`config.mk`:
```
export PLATFORM = sky130hd
export DESIGN_NAME = cawd_watchdog
export DESIGN_NICKNAME = d
export VERILOG_FILES = /design/src/core/cawd_prescale.v /design/src/core/cawd_watchdog.v
export VERILOG_INCLUDE_DIRS = /design/src /design/src/core
export SDC_FILE = /design/constraint.sdc
export NUM_CORES = 1
export LEC_CHECK = 0
export ABC_AREA = 1
export BUFFER_PORTS_ARGS = -buffer_cell sky130_fd_sc_hd__buf_2
export CAP_MARGIN = 0
export CORE_MARGIN = 1
export CORE_UTILIZATION = 57
export CTS_CLUSTER_SIZE = 24
export DETAILED_ROUTE_END_ITERATION = 8
export MAX_ROUTING_LAYER = met4
export PLACE_DENSITY = 0.85
export SLEW_MARGIN = 20
export SYNTH_ARGS = -nofsm -noshare
export SYNTH_HDL_FRONTEND = slang
export SYNTH_SLANG_ARGS = --single-unit
```
`constraint.sdc`:
```
create_clock -name mclk_in -period 4.7 [get_ports mclk_in]
set_clock_uncertainty 0.1 [all_clocks]
set_input_delay 0.47 -clock mclk_in [delete_from_list [all_inputs] [get_ports mclk_in]]
set_output_delay 0.47 -clock mclk_in [all_outputs]
set_load 0.005 [all_outputs]
```
`src/core/cawd_defines.vh`:
```
// Purpose: Shared constants for the counter array watchdog block
// Assumes: Included by bare name from core design and verif files
// Notes:   Definitions only
`ifndef CAWD_DEFINES_VH
`define CAWD_DEFINES_VH

`define CAWD_CPS_W        3
`define CAWD_CPS_DIV12    3'h0
`define CAWD_CPS_SYSTEM_CLOCK   3'h1
`define CAWD_CPS_DIV4     3'h2
`define CAWD_CPS_EXT      3'h3
`define CAWD_DIV_W        4
`define CAWD_DIV12_LAST   4'hb
`define CAWD_DIV4_LAST    4'h3
`define CAWD_DIV_ZERO     4'h0
`define CAWD_DIV_ONE      4'h1
`define CAWD_BYTE_ZERO    8'h00
`define CAWD_BYTE_ONE     8'h01
`define CAWD_BYTE_MAX     8'hff
`define CAWD_MODE_ZERO    8'h00
`define CAWD_MODE_SWTIMER 8'h48
`define CAWD_RST_W        2
`define CAWD_RST_ZERO     2'h0
`define CAWD_RST_ONE      2'h1
`define CAWD_RST_PULSE    2'h2

`endif

```
`src/core/cawd_prescale.v`:
```
// Purpose: Counter array clock tick generator from the clock source select
// Assumes: One clock, synchronous active-low reset
// Notes:   Emits a one-cycle tick per counter clock
`timescale 1ns/10ps
`default_nettype none
`include "cawd_defines.vh"

module cawd_prescale (
    // Clock and reset
    input  wire                    mclk_in,
    input  wire                    rst_n_in,
    // Control
    input  wire [`CAWD_CPS_W-1:0]  cps_in,
    input  wire                    ext_tick_in,
    input  wire                    run_in,
    // Tick
    output reg                     tick_out
);

    reg [`CAWD_DIV_W-1:0] div_r;
    reg [`CAWD_DIV_W-1:0] last;

    always @* begin
        if (cps_in == `CAWD_CPS_DIV4) begin
            last = `CAWD_DIV4_LAST;
        end else begin
            last = `CAWD_DIV12_LAST;
        end
    end

    // Divider free-runs so a stopped counter resumes on a clean phase
    always @(posedge mclk_in) begin
        if (!rst_n_in) begin
            div_r    <= `CAWD_DIV_ZERO;
            tick_out <= 1'b0;
        end else begin
            if (div_r >= last) begin
                div_r <= `CAWD_DIV_ZERO;
            end else begin
                div_r <= div_r + `CAWD_DIV_ONE;
            end
            if (!run_in) begin
                tick_out <= 1'b0;
            end else if (cps_in == `CAWD_CPS_SYSTEM_CLOCK) begin
                tick_out <= 1'b1;
            end else if (cps_in == `CAWD_CPS_EXT) begin
                tick_out <= ext_tick_in;
            end else begin
                tick_out <= (div_r >= last);
            end
        end
    end

endmodule
`default_nettype wire

```
`src/core/cawd_watchdog.v`:
```
// Purpose: Watchdog mode of counter array module 5 with its counter and locks
// Assumes: Software writes arrive as one-cycle strobes with a data byte
// Notes:   Only the watchdog use of module 5 is built; other modes are absent
// Notes on behaviour
// RULE_01 Watchdog enable bit makes module 5 act as watchdog.
// RULE_02 Compare high byte matches counter high; low byte holds refresh offset.
// RULE_03 Watchdog comes out of every reset enabled.
// RULE_04 Watchdog enabled forces counter running; run bit writes no effect.
// RULE_05 Counter low and high byte writes ignored while watchdog enabled.
// RULE_06 Clock source select and idle suspend frozen while enabled.
// RULE_07 Module 5 forced to software timer; its mode writes disabled.
// RULE_08 Run bit reads zero if software never set it, despite running.
// RULE_09 Compare high write loads counter high plus offset byte.
// RULE_10 Reset when low byte overflows while compare high equals counter high.
// RULE_11 Writing 1 to module 5 flag forces watchdog reset when enabled.
// RULE_12 Enable or lock bit enables; lock holds until next reset.
// RULE_13 Lock clear: clearing enable bit disables and releases freezes.
// RULE_14 Reset defaults: divide by 12, low byte and offset zero.
// RULE_15 Timeout is 256 times offset plus 256 minus low byte.
// RULE_16 Idle suspend bit stops counting while CPU idles.
// RULE_17 Software disables, configures, enables, then writes compare high.
// RULE_18 Software not using the watchdog disables it early.
// RULE_19 Outside watchdog, run bit starts and stops the counter.
// RULE_20 Watchdog reset leaves as a registered pulse of system clock cycles.
// RULE_21 Every reset, watchdog one included, restores enabled and unlocked.
`timescale 1ns/10ps
`default_nettype none
`include "cawd_defines.vh"

module cawd_watchdog (
    // Clock and reset
    input  wire                    mclk_in,
    input  wire                    rst_n_in,
    // Mode register writes
    input  wire                    md_wr_in,
    input  wire                    md_wd_enable_in,
    input  wire                    md_wd_lock_in,
    input  wire                    md_idle_suspend_in,
    input  wire [`CAWD_CPS_W-1:0]  md_cps_in,
    // Control register writes
    input  wire                    cn_wr_in,
    input  wire                    cn_run_in,
    input  wire                    cn_flag5_in,
    // Counter byte writes
    input  wire                    cnt_lo_wr_in,
    input  wire                    cnt_hi_wr_in,
    // Module 5 writes
    input  wire                    cmp_lo_wr_in,
    input  wire                    cmp_hi_wr_in,
    input  wire                    mode5_wr_in,
    input  wire [7:0]              wdata_in,
    // System status
    input  wire                    cpu_idle_in,
    input  wire                    ext_tick_in,
    // Status and readback
    output wire                    wd_active_out,
    output reg                     wd_enable_out,
    output reg                     wd_lock_out,
    output reg                     idle_suspend_out,
    output reg  [`CAWD_CPS_W-1:0]  cps_out,
    output wire                    run_read_out,
    output wire                    counting_out,
    output reg  [7:0]              cnt_lo_out,
    output reg  [7:0]              cnt_hi_out,
    output reg  [7:0]              cmp_lo_out,
    output reg  [7:0]              cmp_hi_out,
    output wire [7:0]              mode5_out,
    // Reset request
    output reg                     wd_reset_out
);

    reg                    run_sw_r;
    reg  [7:0]             mode5_r;
    reg  [`CAWD_RST_W-1:0] rst_cnt_r;
    wire                   tick;
    wire                   wd_on;
    wire                   lo_ovf;
    wire                   fire;

    function [7:0] byte_inc;
        input [7:0] b;
        begin
            byte_inc = b + `CAWD_BYTE_ONE;
        end
    endfunction

    assign wd_on = wd_enable_out | wd_lock_out; // RULE_12
    assign wd_active_out = wd_on; // RULE_01
    // Enabled watchdog overrides the run bit
    assign counting_out = (wd_on | run_sw_r) & ~(idle_suspend_out & cpu_idle_in); // RULE_04 RULE_19 RULE_16
    assign run_read_out = run_sw_r; // RULE_08
    assign mode5_out = wd_on ? `CAWD_MODE_SWTIMER : mode5_r; // RULE_07
    assign lo_ovf = tick & (cnt_lo_out == `CAWD_BYTE_MAX);
    // Match of compare high and counter high at low byte wrap, or a forced flag 5 write
    assign fire = wd_on & ((lo_ovf & (cmp_hi_out == cnt_hi_out)) // RULE_10 RULE_02 RULE_15
                 | (cn_wr_in & cn_flag5_in)); // RULE_11

    cawd_prescale u_prescale (
        .mclk_in     (mclk_in),
        .rst_n_in    (rst_n_in),
        .cps_in      (cps_out),
        .ext_tick_in (ext_tick_in),
        .run_in      (counting_out),
        .tick_out    (tick)
    );

    // Mode register and enable/lock
    always @(posedge mclk_in) begin
        if (!rst_n_in) begin
            wd_enable_out    <= 1'b1; // RULE_03 RULE_21
            wd_lock_out      <= 1'b0; // RULE_21
            idle_suspend_out <= 1'b0;
            cps_out          <= `CAWD_CPS_DIV12; // RULE_14
        end else if (md_wr_in) begin
            if (!wd_lock_out) begin
                wd_enable_out <= md_wd_enable_in; // RULE_13
            end
            // Lock is sticky; only reset clears it
            wd_lock_out <= wd_lock_out | md_wd_lock_in; // RULE_12
            if (!wd_on) begin
                idle_suspend_out <= md_idle_suspend_in; // RULE_06
                cps_out          <= md_cps_in; // RULE_06
            end
        end
    end

    // Run bit and module 5 mode
    always @(posedge mclk_in) begin
        if (!rst_n_in) begin
            run_sw_r <= 1'b0;
            mode5_r  <= `CAWD_MODE_ZERO;
        end else begin
            if (cn_wr_in) begin
                run_sw_r <= cn_run_in; // RULE_19
            end
            if (mode5_wr_in && !wd_on) begin
                mode5_r <= wdata_in; // RULE_07
            end
        end
    end

    // Counter, writes blocked while the watchdog runs
    always @(posedge mclk_in) begin
        if (!rst_n_in) begin
            cnt_lo_out <= `CAWD_BYTE_ZERO; // RULE_14
            cnt_hi_out <= `CAWD_BYTE_ZERO;
        end else if (cnt_lo_wr_in && !wd_on) begin
            cnt_lo_out <= wdata_in; // RULE_05
        end else if (cnt_hi_wr_in && !wd_on) begin
            cnt_hi_out <= wdata_in; // RULE_05
        end else if (tick) begin
            cnt_lo_out <= byte_inc(cnt_lo_out);
            if (lo_ovf) begin
                cnt_hi_out <= byte_inc(cnt_hi_out);
            end
        end
    end

    // Module 5 bytes
    always @(posedge mclk_in) begin
        if (!rst_n_in) begin
            cmp_lo_out <= `CAWD_BYTE_ZERO; // RULE_14
            cmp_hi_out <= `CAWD_BYTE_ZERO;
        end else begin
            if (cmp_lo_wr_in) begin
                cmp_lo_out <= wdata_in; // RULE_02
            end
            if (cmp_hi_wr_in && wd_on) begin
                // Refresh ignores the written value
                cmp_hi_out <= cnt_hi_out + cmp_lo_out; // RULE_09
            end else if (cmp_hi_wr_in) begin
                cmp_hi_out <= wdata_in;
            end
        end
    end

    // Stretched reset pulse so the system reset logic cannot miss it
    always @(posedge mclk_in) begin
        if (!rst_n_in) begin
            rst_cnt_r    <= `CAWD_RST_ZERO;
            wd_reset_out <= 1'b0;
        end else if (fire) begin
            rst_cnt_r    <= `CAWD_RST_PULSE; // RULE_20
            wd_reset_out <= 1'b1;
        end else if (rst_cnt_r != `CAWD_RST_ZERO) begin
            rst_cnt_r    <= rst_cnt_r - `CAWD_RST_ONE;
            wd_reset_out <= (rst_cnt_r != `CAWD_RST_ONE);
        end else begin
            wd_reset_out <= 1'b0;
        end
    end

endmodule
`default_nettype wire

```
==> results.toml <==
[cells_and_area]
syn2layout_area_growth_pct = 18.60
num-nets-final = 528
fill_cells = 416
drive_gt1_share_pct = 20.00
diodes = 0

[logic_synthesis]
synth_area_um2 = 2927
synth_warnings = 0
synthFlopType = "dfxtp_1"
synth_edf_count = 0
netlist_top_cells_count = "nand2_1, inv_1, dfxtp_1"
ys_types = 37
synth.top_cell.area_share_pct = 37.62
synth_simple_gate_area_share_pct = 24.63
post_synth_xor_area_fraction_pct = 4.190
synth_fa_ha_area_share_pct = 5.387
synth_top_family_by_area = "simple AND/OR/NAND/NOR gates"
synth_compound_area_share_pct = 18.81
synth_cells = 415
avgSynthCellArea_um2 = 7.052
synthMuxAreaShare_pct = 0
synthTopCellsByArea = "dfxtp_1, nand2_1, a21oi_1, inv_1, o21ai_0"
yosysMostFrequentCell = "nand2_1"
ys_seq_elements = 55
synth_async_sr_flop_share_pct = 0
synthesis.nets = 454
yosysTopAreaCell = "dfxtp_1"
seq_area_frac_synth_pct = 37.62

[routing]
drt-total-wl_um = 7858
route.detailed.drc = 0
dr.pass1.iters = 5
ant_nets = 0
num_vias = 3102
avgViaCountPerCell = 5.569
drt_iter0_markers = 462
wl_per_cell_um = 14.11

[worst_setup_path]
regToRegEndpoint = "cmp_hi_out[6]"
crit_required_ns = 4.13
reg2regPathDepth = 10
slowest_delay_ns = 0.37
slowest_stage = "dfxtp_1"
worstPathArrival_ns = 1.76
worstSetupStartpoint = "wd_lock_out"
cp_cell_sequence = "nor2_4 > inv_1 > or2_2 > buf_2"
cp_max_fo = 14
crit_end = "mode5_out[3]"
start_kind = "flop"
reg2reg_from = "cnt_hi_out[0]"
worstSetupPathType = "flop to primary output"
cpLargestDelayFamily = "simple AND/OR/NAND/NOR gates"
worst-path-stages = 4
critPathBufInv = 2
critPathCaptureType = "primary output"
reg2reg_setup_slack_ns = 2.75

[floorplan]
initial_core_util_pct = 60.75
num_rows = 25
core_area_um2 = 4817
die_h_um = 73.66
dieWidth_um = 73.66
io_pins = 77
die-area_um2 = 5425

[global_route]
grt.total_usage_pct = 30.96
grt_max_degree = 39
antenna_found_initial = 0
grt_overflow_total = 0
grt_pass1_vias = 2758
grt_pass1_wl_um = 12480

[sta]
fmaxAchievable_mhz = 428.8
hold_violations = 0
fin_ws_ns = 2.368
slew_viol_final = 0
fin_setup_tns_ns = 0
worst_pin_slew_ns = 0.5849
setup_viol = 0
finalCritPeriodShare_pct = 49.61
max_slew_margin_pct = 61.00
rsz0062_at_grt = "false"
finalCriticalPeriod_ns = 2.332

[pwr]
internal_power_w = 0.0007761
sw_frac_of_total_pct = 27.33
power_frac_clock_pct = 34.9
ir_drop_v = 0.0002006
total_power_w = 0.001068
comb_power_share_pct = 16.3
p_seq_share_pct = 48.8
power.density_nw_per_um2 = 307.7
p_switching_w = 0.0002919
p_leak_nw = 1.743

[cts]
cts_tree = "yes"
clkSinkCount = 55
htreeDepth = 2
numCtsBuffers = 5
root_buffer = "clkbuf_8"
max-clock-path-buffers = 2
cts.clk_slew.worst_paths_ns = 0.10
insertion_delay_ns = 0.32
cts_hold_buf = 0
postCtsResizedCells = 0
postCtsSetupRepairBufs = 0

[min_path]
hp-class = "input pin to flop"

[flow_run]
cap_violations = 0

[placed_design]
io_buffers = 76
place_hpwl_um = 5829
gp_congestion = 0.9103
pre_cts_ws_ns = 2.729

[status]
status = "finished, final reports clean"
==> through the flow <==
step | hold slack, ns | area, um2 | util, % | instances
floorplan | 0.3175 | 2927 | - | 415
global placement | 0.3339 | 3338 | 69.30 | 549
detailed placement | 0.3514 | 3338 | 69.30 | 549
CTS | 0.2623 | 3471 | 72.05 | 557
global route | 0.2637 | 3471 | 72.05 | 557
finish | 0.2624 | 3471 | 72.05 | 557
==> metal layers <==
layer | up-vias | wire length [um] | global-route usage (%)
met2 | 167 | 3756 | 50.46
met1 | 1415 | 3339 | 38.91
met3 | 19 | 609 | 5.075
met4 | 0 | 153 | 10.47
met5 | - | 0 | -
li1 | 1501 | - | -
==> power by group through the flow <==
stage               combinational, W  clock (W)  sequential (W)
detailed placement          0.000170          0        0.000532
finish                      0.000174   0.000372        0.000522
global placement            0.000165          0        0.000531
floorplan                   0.000104          0        0.000529
CTS                         0.000171   0.000372        0.000521
global route                0.000195   0.000389        0.000526
==> layout make-up <==
type                       instances  area (um2)  area share, %
sequential                        55        1101          31.72
clock inverter                     2       60.06          1.730
tap                               67       83.83          2.415
inverter                          59       221.5          6.381
multi-input combinational        292        1551          44.70
clock buffer                       6       72.57          2.091
timing repair buffer              76       380.4          10.96
==> cell families (layout without fill, tap and decap cells) <==
logic type,count (synthesis),in the layout
and+or+nand+nor,164,164
AOI/OAI and AO/OA,102,102
buffers and inverters,68,143
DFF,55,55
xor gates and xnor gates,14,14
adders and majority gates,12,12
==> worst register-to-register path, stage by stage (launching register included) <==
cell and delay, ns:
dfxtp_1 0.44, ha_1 0.22, inv_1 0.07, fa_1 0.39, inv_1 0.09, nand3_1 0.06
nand2_1 0.11, nand3_1 0.09, nand3b_1 0.09, nand3_1 0.08, a21oi_1 0.14
==> how the worst min path moves through the flow <==
stage                                   start                   to  cells past startpoint
final                                cn_wr_in         run_read_out                      2
after CTS                            cn_wr_in         run_read_out                      2
after floorplan           u_prescale.div_r[0]  u_prescale.div_r[0]                      1
after global placement    u_prescale.div_r[0]  u_prescale.div_r[0]                      1
after detailed placement           mode5_r[7]           mode5_r[7]                      2
after global routing                 cn_wr_in         run_read_out                      2
==> flip-flops by register name, indices dropped and copies added (netlist names), 2 cells and up <==
register          flops
cps_out               3
rst_cnt_r             2
cnt_lo_out            8
cmp_hi_out            8
cmp_lo_out            8
cnt_hi_out            8
u_prescale.div_r      4
mode5_r               8
==> cell usage in the layout (no fill, tap or decap), types with 11 or more instances in the layout <==
cell	instances
nand2_1	84
buf_2	76
inv_1	57
dfxtp_1	55
a21oi_1	43
o21ai_0	39
nor2_1	37
nand3_1	21
ha_1	11
Note: power is estimated with default switching activity, not from simulation.
